[src/inc/hub_cfg_pkg.sv]
/*
 * Constants for the hub port-disable and power-figure register bank.
 * Assumes an APB master on a 10 MHz clock; offsets 0x0B..0x0E are not all
 * multiples of four, so each printed offset is an index and the byte
 * address is four times it.
 */
// Functional notes
// In the bus-powered port-off mask bits 1 to 3 disable ports 1 to 3, and bits 0 and 7:4 are reserved.
// The bus-powered mask applies only while bus-powered with remap off, and masked ports stay dead.
// With ports disabled the hub reports only the enabled count and packs active ports contiguously.
// Any combination of disabled ports is accepted and still yields a working port set; with all three masked the code gives port_count 0.
// The self-powered budget is in 2 mA units and covers the hub plus board draw on the bus supply.
// The bus-powered budget is in 2 mA units, so 8 mA is encoded as 4.
// Software folds a zero-current embedded peripheral's draw into the budgets.
// The self-powered controller draw is in 1 mA units and excludes the compound peripheral.
// Software keeps self-powered power and current figures at or below 100 mA.
// Remap enable at zero uses the mask with contiguous renumbering, at one the remap tables; the code has no remap tables and turns all ports on.
// The reported maximum power is the budget of the present power mode.
package hub_cfg_pkg;

    // ==========================================================
    // register indices
    localparam logic [7:0] IDX_BUS_PORT_OFF = 8'h0B;
    localparam logic [7:0] IDX_SELF_BUDGET = 8'h0C;
    localparam logic [7:0] IDX_BUS_BUDGET = 8'h0D;
    localparam logic [7:0] IDX_SELF_DRAW = 8'h0E;
    localparam logic [7:0] IDX_MODE_CTRL = 8'h10;
    localparam logic [7:0] IDX_PORT_STATUS = 8'h11;

    // ==========================================================
    // reset values
    localparam logic [7:0] RST_BUS_PORT_OFF = 8'h00;
    localparam logic [7:0] RST_SELF_BUDGET = 8'h01;
    localparam logic [7:0] RST_BUS_BUDGET = 8'hFA;
    localparam logic [7:0] RST_SELF_DRAW = 8'h02;
    localparam logic [1:0] RST_MODE_CTRL = 2'h0;

    // ==========================================================
    // fields
    localparam logic [7:0] PORT_OFF_WMASK = 8'h0E;
    localparam int MODE_BUS_POWERED_BIT = 0;
    localparam int MODE_REMAP_BIT = 1;
    localparam int NUM_PORTS = 3;

endpackage : hub_cfg_pkg

[src/verilog/hub_port_power_cfg.sv]
/*
 * APB register bank: bus-powered port-off mask, power budgets, controller
 * draw, plus mode control and a port status view.
 * Assumes a 32-bit APB master and a synchronous hub core reading outputs.
 */
// Implementation choice: the APB interface to the registers.
`timescale 1ns/1ns
module hub_port_power_cfg
    import hub_cfg_pkg::*;
#(
    parameter int PORTS = NUM_PORTS
) (
    // clock and reset
    input wire logic sys_clk,
    input wire logic arst_n,
    input wire logic clk_en,
    // apb slave
    input wire logic psel,
    input wire logic penable,
    input wire logic pwrite,
    input wire logic [11:0] paddr,
    input wire logic [31:0] pwdata,
    input wire logic [3:0] pstrb,
    output logic [31:0] prdata,
    output logic pready,
    output logic pslverr,
    // hub core view
    output logic [PORTS:1] port_active,
    output logic [7:0] port_count,
    output logic [PORTS*8-1:0] slot_map,
    output logic [7:0] max_power_report,
    output logic [7:0] controller_draw,
    output logic bus_powered,
    output logic port_remap_enable
);

    // ==========================================================
    // registers
    logic [7:0] bus_port_off_mask_r;
    logic [7:0] self_power_budget_r;
    logic [7:0] bus_power_budget_r;
    logic [7:0] self_controller_draw_r;
    logic [1:0] mode_r;
    logic [7:0] port_count_nxt;
    logic [PORTS*8-1:0] slot_map_nxt;
    logic [PORTS:1] active_nxt;

    function automatic logic [7:0] reg_index(input logic [11:0] a);
        return a[9:2];
    endfunction : reg_index

    // identity packing, so slot_map agrees with the all-on port view out of reset
    function automatic logic [PORTS*8-1:0] ident_map();
        logic [PORTS*8-1:0] m;
        m = '0;
        for (int p = 1; p <= PORTS; p++) begin
            m[(p-1)*8 +: 8] = 8'(p);
        end
        return m;
    endfunction : ident_map

    localparam logic [PORTS*8-1:0] SLOT_IDENT = ident_map();

    wire logic access = psel && penable && clk_en;
    wire logic wr_go = access && pwrite && pstrb[0];
    wire logic [7:0] idx = reg_index(paddr);
    wire logic mapped = (paddr[1:0] == 2'h0) && (paddr[11:10] == 2'h0) &&
        (idx == IDX_BUS_PORT_OFF || idx == IDX_SELF_BUDGET || idx == IDX_BUS_BUDGET ||
         idx == IDX_SELF_DRAW || idx == IDX_MODE_CTRL || idx == IDX_PORT_STATUS);

    assign pready = 1'b1;
    assign pslverr = psel && penable && !mapped;

    // ==========================================================
    // register writes
    always_ff @(posedge sys_clk or negedge arst_n) begin
        if (!arst_n) begin
            bus_port_off_mask_r <= RST_BUS_PORT_OFF;
        end else if (wr_go && idx == IDX_BUS_PORT_OFF && mapped) begin
            bus_port_off_mask_r <= pwdata[7:0] & PORT_OFF_WMASK;
        end
    end

    always_ff @(posedge sys_clk or negedge arst_n) begin
        if (!arst_n) begin
            self_power_budget_r <= RST_SELF_BUDGET;
            bus_power_budget_r <= RST_BUS_BUDGET;
            self_controller_draw_r <= RST_SELF_DRAW;
        end else if (wr_go && mapped) begin
            // stored as written: 2 mA units, 2 mA units, 1 mA units
            if (idx == IDX_SELF_BUDGET) begin
                self_power_budget_r <= pwdata[7:0];
            end
            if (idx == IDX_BUS_BUDGET) begin
                bus_power_budget_r <= pwdata[7:0];
            end
            if (idx == IDX_SELF_DRAW) begin
                self_controller_draw_r <= pwdata[7:0];
            end
        end
    end

    always_ff @(posedge sys_clk or negedge arst_n) begin
        if (!arst_n) begin
            mode_r <= RST_MODE_CTRL;
        end else if (wr_go && idx == IDX_MODE_CTRL && mapped) begin
            mode_r <= pwdata[1:0];
        end
    end

    assign bus_powered = mode_r[MODE_BUS_POWERED_BIT];
    assign port_remap_enable = mode_r[MODE_REMAP_BIT];

    // ==========================================================
    // port packing
    always_comb begin
        active_nxt = '1;
        if (bus_powered && !port_remap_enable) begin
            active_nxt = ~bus_port_off_mask_r[PORTS:1];
        end
    end

    hub_port_packer #(
        .PORTS(PORTS)
    ) u_packer (
        .port_on(active_nxt),
        .port_count(port_count_nxt),
        .slot_map(slot_map_nxt)
    );

    always_ff @(posedge sys_clk or negedge arst_n) begin
        if (!arst_n) begin
            port_active <= '1;
            port_count <= 8'(PORTS);
            slot_map <= SLOT_IDENT;
        end else if (clk_en) begin
            port_active <= active_nxt;
            port_count <= port_count_nxt;
            slot_map <= slot_map_nxt;
        end
    end

    always_ff @(posedge sys_clk or negedge arst_n) begin
        if (!arst_n) begin
            max_power_report <= RST_SELF_BUDGET;
            controller_draw <= RST_SELF_DRAW;
        end else if (clk_en) begin
            max_power_report <= bus_powered ? bus_power_budget_r : self_power_budget_r;
            controller_draw <= self_controller_draw_r;
        end
    end

    // ==========================================================
    // read data
    always_ff @(posedge sys_clk or negedge arst_n) begin
        if (!arst_n) begin
            prdata <= 32'h0000_0000;
        end else if (clk_en && psel && !penable && !pwrite) begin
            case (mapped ? reg_index(paddr) : 8'h00)
                IDX_BUS_PORT_OFF: prdata <= {24'h000000, bus_port_off_mask_r};
                IDX_SELF_BUDGET: prdata <= {24'h000000, self_power_budget_r};
                IDX_BUS_BUDGET: prdata <= {24'h000000, bus_power_budget_r};
                IDX_SELF_DRAW: prdata <= {24'h000000, self_controller_draw_r};
                IDX_MODE_CTRL: prdata <= {30'h00000000, mode_r};
                IDX_PORT_STATUS: prdata <= {16'h0000, port_count, 4'h0, port_active, 1'b0};
                default: prdata <= 32'h0000_0000;
            endcase
        end
    end

    // ==========================================================
    // checks
    property p_mask_reserved;
        @(posedge sys_clk) disable iff (!arst_n)
        (bus_port_off_mask_r & ~PORT_OFF_WMASK) == 8'h00;
    endproperty
    a_mask_reserved: assert property (p_mask_reserved) else $error("reserved mask bit set");

    property p_off_in_bus_mode;
        @(posedge sys_clk) disable iff (!arst_n)
        (clk_en && bus_powered && !port_remap_enable) |=> (port_active == ~$past(bus_port_off_mask_r[PORTS:1]));
    endproperty
    a_off_in_bus_mode: assert property (p_off_in_bus_mode) else $error("mask not applied");

    property p_all_on_else;
        @(posedge sys_clk) disable iff (!arst_n)
        (clk_en && (!bus_powered || port_remap_enable)) |=> (&port_active);
    endproperty
    a_all_on_else: assert property (p_all_on_else) else $error("port off outside bus mode");

    property p_count;
        @(posedge sys_clk) disable iff (!arst_n)
        port_count == 8'($countones(port_active));
    endproperty
    a_count: assert property (p_count) else $error("port count wrong");

    property p_first_slot;
        @(posedge sys_clk) disable iff (!arst_n)
        (port_count != 8'h00) |-> (port_active[slot_map[7:0]] && slot_map[7:0] != 8'h00);
    endproperty
    a_first_slot: assert property (p_first_slot) else $error("slot 0 not an active port");

    property p_report_bus;
        @(posedge sys_clk) disable iff (!arst_n)
        (clk_en && bus_powered) |=> (max_power_report == $past(bus_power_budget_r));
    endproperty
    a_report_bus: assert property (p_report_bus) else $error("bus budget not reported");

    property p_self_budget_wr;
        @(posedge sys_clk) disable iff (!arst_n)
        (wr_go && mapped && idx == IDX_SELF_BUDGET) |=> (self_power_budget_r == $past(pwdata[7:0]));
    endproperty
    a_self_budget_wr: assert property (p_self_budget_wr) else $error("self budget write lost");

    property p_bus_budget_wr;
        @(posedge sys_clk) disable iff (!arst_n)
        (wr_go && mapped && idx == IDX_BUS_BUDGET) |=> (bus_power_budget_r == $past(pwdata[7:0]));
    endproperty
    a_bus_budget_wr: assert property (p_bus_budget_wr) else $error("bus budget write lost");

    property p_draw_wr;
        @(posedge sys_clk) disable iff (!arst_n)
        (wr_go && mapped && idx == IDX_SELF_DRAW) |=> (self_controller_draw_r == $past(pwdata[7:0]));
    endproperty
    a_draw_wr: assert property (p_draw_wr) else $error("draw write lost");

    property p_draw_follow;
        @(posedge sys_clk) disable iff (!arst_n)
        clk_en |=> (controller_draw == $past(self_controller_draw_r));
    endproperty
    a_draw_follow: assert property (p_draw_follow) else $error("draw not forwarded");

    property p_cov_bus_off;
        @(posedge sys_clk) disable iff (!arst_n)
        bus_powered && !port_remap_enable && port_count == 8'h01;
    endproperty
    c_bus_off: cover property (p_cov_bus_off);

    property p_cov_remap;
        @(posedge sys_clk) disable iff (!arst_n)
        port_remap_enable && bus_powered && bus_port_off_mask_r != 8'h00;
    endproperty
    c_remap: cover property (p_cov_remap);

    property p_cov_err;
        @(posedge sys_clk) disable iff (!arst_n)
        pslverr;
    endproperty
    c_err: cover property (p_cov_err);

endmodule : hub_port_power_cfg

[src/verilog/hub_port_packer.sv]
/*
 * Packs the enabled downstream ports into contiguous logical numbers.
 * Assumes a combinational caller; no state.
 */
`timescale 1ns/1ns
module hub_port_packer #(
    parameter int PORTS = 3
) (
    // physical port enables, index 1..PORTS
    input wire logic [PORTS:1] port_on,
    // count of enabled ports
    output logic [7:0] port_count,
    // logical slot k holds its physical port number, zero if unused
    output logic [PORTS*8-1:0] slot_map
);

    always_comb begin
        logic [7:0] n;
        n = 8'h00;
        slot_map = '0;
        for (int p = 1; p <= PORTS; p++) begin
            if (port_on[p]) begin
                slot_map[n*8 +: 8] = 8'(p);
                n = n + 8'h01;
            end
        end
        port_count = n;
    end

endmodule : hub_port_packer

[config.mk]
export PLATFORM = sky130hd
export DESIGN_NAME = hub_port_power_cfg
export DESIGN_NICKNAME = d
export VERILOG_FILES = /design/src/inc/hub_cfg_pkg.sv /design/src/verilog/hub_port_power_cfg.sv /design/src/verilog/hub_port_packer.sv
export SDC_FILE = /design/constraint.sdc
export NUM_CORES = 1
export LEC_CHECK = 0
export BUFFER_PORTS_ARGS = -buffer_cell sky130_fd_sc_hd__buf_2
export CORE_MARGIN = 8
export CORE_UTILIZATION = 50
export DETAILED_ROUTE_END_ITERATION = 8
export PLACE_DENSITY = 0.81
export SLEW_MARGIN = 20
export SYNTH_ARGS = -nofsm -noshare
export SYNTH_HDL_FRONTEND = slang
export SYNTH_HIERARCHICAL = 1
export SYNTH_SLANG_ARGS = --single-unit
[constraint.sdc]
create_clock -name sys_clk -period 2.1 [get_ports sys_clk]
set_input_delay 0.21 -clock sys_clk [delete_from_list [all_inputs] [get_ports sys_clk]]
set_output_delay 0.21 -clock sys_clk [all_outputs]
set_load 0.1 [all_outputs]
---- Word-level counts from Yosys, hierarchy flattened ----
Index checks and enable logic that the tools add are counted.
word-level totals
  output and inout port bits .............. 87
  bits of input ports ..................... 54
  logic and storage cells ................. 73
  register bits ........................... 112
operators by class
  shift-type cells ........................ 4
  add/subtract/negate cells ............... 4
  bitwise gates (word level) .............. 1
  eq/ne operators ......................... 12
  reduce and logical (&&, ||, !) cells .... 30
  mux-type cells .......................... 11
operators with widths
  cell                                                                           number
  16-bit case mux with 6 select lines                                            1
  8-bit by 34-bit variable shift with 24-bit output, first input constant        2
  8-bit by 34-bit variable part select with 24-bit output, first input constant  2
  8-bit by 4-bit == test with 1-bit output, second input constant                8
  24-bit bitwise mux                                                             2
  24-bit two-way mux                                                             2
  11-bit negation with 34-bit output                                             1
  4-bit negation with 34-bit output                                              1
  8-bit by 5-bit == test with 1-bit output, second input constant                4
  8-bit two-way mux                                                              4
  1-bit logical AND                                                              16
  8-bit by 1-bit adder with 8-bit output, second input constant                  1
  2-bit AND reduction                                                            3
  1-bit logical OR                                                               5
  1-bit logical NOT                                                              4
  2-bit logical NOT                                                              2
  3-bit two-way mux                                                              1
  3-bit inverter                                                                 1
  1-bit by 1-bit adder with 2-bit output, second input constant                  1
  1-bit two-way mux                                                              1

---- Depth between registers and ports, before layout ----
  depth after elaboration ................. 10
  gate-level depth with buffers ........... 7
  mapped depth without buffers ............ 7

---- Hierarchy ----
Netlist, hierarchy kept.
by module, submodules not included
  module              sequential area each (sq um)  cells each  instances  area each (sq um)
  hub_port_power_cfg  2426.1                        324         1          4274.1
  hub_port_packer     0.0                           45          1          360.3

---- Worst setup path before layout ----
Ideal clock, no wire load.
  kind .................................... register -> register
  start point ............................. register mode_r[0]
  end point ............................... register slot_map[8]
  data required time ...................... 1.975 ns
  buffers on the path ..................... 0
  path slack .............................. -0.269 ns
  stages on the path, launching flop included .. 7
  data arrival time ....................... 2.243 ns
  clock period less this slack ............ 2.369 ns
  library setup time ...................... 0.125 ns
  cells stage by stage .................... dfrtp_1 > nor2b_1 > nand2_1 > inv_1 > ha_1 > and2_2 > mux2_2
between the ends
  cells in the longest elaborated chain, start to end .. 9
  elaborated cells on any way between the ends .. 15
  those cells by class .................... add/sub (3); shift (4); mux (7); reduce/logical (1)
RTL lines
  what                                                                                                RTL line                                      text
  start, declared                                                                                     hub_port_power_cfg.sv:43                      logic [1:0] mode_r;
  start signal, assigned                                                                              hub_port_power_cfg.sv:107                     mode_r <= pwdata[1:0];
  1-bit logical AND (*)                                                                               hub_port_power_cfg.sv:118                     if (bus_powered && !port_remap_enable) begin
  3-bit two-way mux (*)                                                                               hub_port_power_cfg.sv:118
  via active_nxt (one bit)                                                                            hub_port_power_cfg.sv:46                      logic [PORTS:1] active_nxt;
  1-bit two-way mux (*)                                                                               hub_port_packer.sv:22                         if (port_on[p]) begin
  1-bit by 1-bit adder with 2-bit output / 4-bit negation with 34-bit output (equally long branches)  hub_port_packer.sv:24, hub_port_packer.sv:23
  8-bit two-way mux (tied with other cells)                                                           hub_port_packer.sv:22
  11-bit negation with 34-bit output / 24-bit bitwise mux (equally long branches)                     hub_port_packer.sv:23                         slot_map[n*8 +: 8] = 8'(p);
  8-bit by 34-bit variable part select with 24-bit output (tied with other cells)                     hub_port_packer.sv:23
  24-bit bitwise mux                                                                                  hub_port_packer.sv:23
  24-bit two-way mux (*)                                                                              hub_port_packer.sv:22
  via slot_map_nxt[8]                                                                                 hub_port_power_cfg.sv:45                      logic [PORTS*8-1:0] slot_map_nxt;
  end signal, assigned                                                                                hub_port_power_cfg.sv:139                     slot_map <= slot_map_nxt;
  end, declared                                                                                       hub_port_power_cfg.sv:30                      output logic [PORTS*8-1:0] slot_map,
The timed path passes the listed nets; every way through them passes the cells marked *.
A chain may end at the register's enable or synchronous reset.

---- Worst setup path after layout ----
  start point ............................. input port paddr[4]
  end point ............................... output port pslverr
between the ends
  cells in the longest elaborated chain, start to end .. 9
  elaborated cells on any way between the ends .. 14
  those cells by class .................... eq/ne (6); reduce/logical (8)
RTL lines
  what                                      RTL line                  text
  start, declared                           hub_port_power_cfg.sv:21  input wire logic [11:0] paddr,
  8-bit by 4-bit == test with 1-bit output  hub_port_power_cfg.sv:68  (idx == IDX_BUS_PORT_OFF || idx == IDX_SELF_BUDGET || idx == IDX_BUS_BUDGET ||
  1-bit logical OR (3 in series)            hub_port_power_cfg.sv:68
  1-bit logical OR                          hub_port_power_cfg.sv:69  idx == IDX_SELF_DRAW || idx == IDX_MODE_CTRL || idx == IDX_PORT_STATUS);
  1-bit logical OR (*)                      hub_port_power_cfg.sv:69
  1-bit logical AND (*)                     hub_port_power_cfg.sv:67  wire logic mapped = (paddr[1:0] == 2'h0) && (paddr[11:10] == 2'h0) &&
  1-bit logical NOT (*)                     hub_port_power_cfg.sv:72  assign pslverr = psel && penable && !mapped;
  1-bit logical AND (*)                     hub_port_power_cfg.sv:72
  end, declared                             hub_port_power_cfg.sv:26  output logic pslverr,
Every way passes the cells marked *; elsewhere a longest branch is shown, timed or not.

==> summary.md <==
| Metric | Value |
|---|---|
| First-pass GRT wire length | `approximately 17 mm` |
| Vias | `just over 3k` |
| Post-synthesis sequential area ratio | `0.523` |
| Final Non-Filler Cells | `between 500 and 600` |
| Root Driver | `clkbuf_8` |
| I/O pins | `141` |
| Tmin final | `1880 ps` |
| DR pass1 iterations | `4` |
| Core area | `9110 um2` |
| Synthesized cell area | `4630 um2` |
| Die Wd | `112 um` |
| Grt ovf | `0` |
| Synth-to-Final Area Change | `15.0%` |
| Design area | `5330 um2` |
| Total power | `4.10 mW` |
| CP cell instances | `buf_2 -> or3b_2 -> a21oi_1 -> o211ai_1 -> and3_1 -> buf_2` |
| Fillcell total | `about 770` |
| Post-placement cell count | `566` |
| H-tree depth | `3` |
| P_sw | `1.36 mW` |
| Syn. warnings | `6` |
| Initial Utilization | `0.509` |
| Crit-path slowest cell | `or3b_2` |
| Crit path max fanout | `6` |
| Peak VDD IR | `526 uV` |
| Combinational share of power | `0.205` |
| Syn avg cell area | `roughly 13 um2` |
| Post-synth EDFFs | `0` |
| Worst-Margin Slew | `741 ps` |
| Final hold vios | `0` |
| Worst Hold Slack | `123 ps` |
| Chip Height | `112 um` |
| Flop pwr share | `0.472` |
| Arr. time, crit path | `1670 ps` |
| # DRC | `0` |
| Fraction of registers with async set/reset | `1.00` |
| DIE AREA | `~13,000 um2` |
| Area taken by flip-flops and latches | `2430 um2` |
| Unrepaired setup endpoints after global routing | `no` |
| Pwr/cell area | `769 nW/um2` |
| Critical Path RT | `1890 ps` |
| Layout cells sized above 1 | `0.479` |
| Unique masters post-synth | `47` |
| Pint | `2.74 mW` |
| Drt wl/cell | `between 15 and 20 um` |
| Relative slew slack | `0.506` |
| Final worst slack | `225 ps` |
| Clock buffer depth | `2` |
| Crit path top cell by count | `buf_2` |
| FF+latch count, synth | `96` |
| CTS tree | `yes` |
| CTS sink cnt | `96` |
| Final period utilization | `0.893` |
| Initial antenna violation count | `1` |
| Post-synth top flop | `dfrtp_1` |
| CP top delay family | `simple AND/OR/NAND/NOR gates` |
| # setup viols final | `0` |
| Slew Viols, Final | `0` |
| Post-Place Worst Slack | `roughly 150 ps` |
| Worst skew pair latency | `360 ps` |
| Nature of the critical path endpoint | `output pin` |
| GP Congestion | `0.802` |
| DR iter-0 viols | `68` |
| Vias per cell | `about 5.3` |
| Critical Path Max Stage Delay | `490 ps` |
| Placed Area | `5100 um2` |
| CTS buffer count | `9` |
| Setup TNS | `0 ps` |
| Post-DP HPWL | `7.36 mm` |
| Final ANT Viol Nets | `0` |
| Crit path buf inv count | `2` |
| Status | `completed` |
| Clock skew | `11.9 ps` |
| Mapped Cells | `369` |
| CP startpoint kind | `input port` |
| Drt total wl | `10.0 mm` |
| Switching Fraction | `0.331` |
| Clk pwr share | `0.324` |
| Final Util | `0.585` |
| Fmax | `533 MHz` |
| Max cap viols | `0` |
| Multi-input logic area | `1940 um2` |
| Total global-route track usage | `0.163` |
| Hold Path Class | `input port to register` |
| Critical path class | `input port to output pin` |
| Worst-path clk slew | `80 ps` |
| FP Rows | `35` |
| Final nets | `528` |
| Port Buffer Count | `96` |
| Vias in the first global route | `3,291` |
| Largest net degree at the start of global routing | `63` |
| Leak Pwr | `2.62 nW` |
## placed cells by master (no fill, tap or decap), drive strengths merged, types with 2 or more instances in the layout
| cell | synthesis | routed |
|---|---|---|
| a21oi | 16 | 16 |
| a22o | 8 | 8 |
| a2bb2oi | 2 | 2 |
| a31oi | 3 | 3 |
| and2 | 4 | 4 |
| and3 | 3 | 3 |
| buf | 48 | 107 |
| bufinv | 0 | 2 |
| clkbuf | 10 | 13 |
| conb | 3 | 40 |
| dfrtp | 77 | 77 |
| dfstp | 19 | 19 |
| ha | 7 | 7 |
| inv | 5 | 5 |
| mux2 | 69 | 69 |
| mux2i | 17 | 17 |
| nand2 | 15 | 15 |
| nand2b | 2 | 2 |
| nand3b | 3 | 3 |
| nand4 | 4 | 4 |
| nor2 | 19 | 19 |
| nor2b | 3 | 3 |
| nor3 | 5 | 5 |
| nor3b | 3 | 3 |
| o21ai | 5 | 5 |
| o221a | 2 | 2 |
| o31ai | 4 | 4 |
## registers in the layout (all words and copies together) (netlist names)
register,cells
mode_r,2
max_power_report,8
port_count,8
self_controller_draw_r,8
bus_power_budget_r,8
self_power_budget_r,8
prdata,16
bus_port_off_mask_r,3
slot_map,24
port_active,3
controller_draw,8
## Yosys cell counts, types with 4 or more instances
library cell | count | area (um2)
a21oi_1 | 16 | 80.1
a22o_1 | 8 | 70.1
buf_4 | 42 | 315
clkbuf_1 | 10 | 37.5
dfrtp_1 | 77 | 1930
dfstp_2 | 19 | 499
ha_1 | 7 | 87.6
inv_1 | 5 | 18.8
mux2_2 | 61 | 687
mux2_4 | 8 | 120
mux2i_1 | 17 | 170
nand2_1 | 15 | 56.3
nor2_1 | 19 | 71.3
o21ai_0 | 5 | 25.0
o31ai_1 | 4 | 30.0
## cells by family after synthesis
| kind of cell | share of synthesized area |
|---|---|
| mux | 0.211 |
| buf+inv | 0.0888 |
| flops | 0.523 |
| xor+xnor | 0.00189 |
| compound gates | 0.0672 |
| simple gates | 0.0864 |
| fa+ha+maj | 0.0189 |
| other cells | 0.00243 |
## power by group through the flow
stage	clock, mW	combinational (mW)	sequential [mW]
2_1_floorplan	0	0.313	2.38
3_3_place_gp	0	0.831	1.96
3_5_place_dp	0	0.840	1.97
4_1_cts	1.36	0.843	1.93
5_1_grt	1.42	0.873	1.94
6_report	1.33	0.838	1.93
## worst reg2reg max path: cells and delay by family, from the launching register on
kind	cells	cell delay, ps
buffers and inverters	1	170
flip-flops	1	440
multiplexers	1	260
adder cells (fa/ha/maj)	1	280
AND/OR/NAND/NOR	3	580
## repair_timing
action / CTS / global route
resized for setup: 0 / 1
endpoints found under the hold margin: 23 / 0
hold buffers: 1 / 0
buffers inserted: 0 / 0
setup endpoints to repair: 0 / 3
## path summary, 6_finish.rpt
kind,start,end,slack (ps),depth (start not counted)
min,pwdata[4],self_power_budget_r[4]$_DFFE_PN0P_,120,2
max reg2reg,mode_r[1]$_DFFE_PN0P_,port_count[2]$_DFFE_PN0P_,250,6
max,paddr[4],pslverr,220,6
max in group asynchronous,arst_n,self_power_budget_r[0]$_DFFE_PN1P_,1010,3
min in group asynchronous,arst_n,self_power_budget_r[1]$_DFFE_PN0P_,360,2
min reg2reg,bus_port_off_mask_r[3]$_DFFE_PN0P_,port_active[3]$_DFFE_PN1P_,490,1
## area by class of cell
class                      instances  share of cell area
inverter                           5             0.00352
multi-input combinational        247               0.364
tap                              111              0.0261
timing repair buffer             108               0.110
antenna                            1            0.000469
clock buffer                      13              0.0279
sequential                        96               0.456
clock inverter                     3              0.0127
## metal layers
| layer | vias to the layer above | routed length, um | GRT usage |
|---|---|---|---|
| li1 | 1405 | - | - |
| met1 | 1557 | 4200 | 0.186 |
| met2 | 99 | 5010 | 0.281 |
| met3 | 12 | 641 | 0.0451 |
| met4 | 0 | 155 | 0.0683 |
| met5 | - | 0 | 0 |
Power figures use the tool's default switching activity.
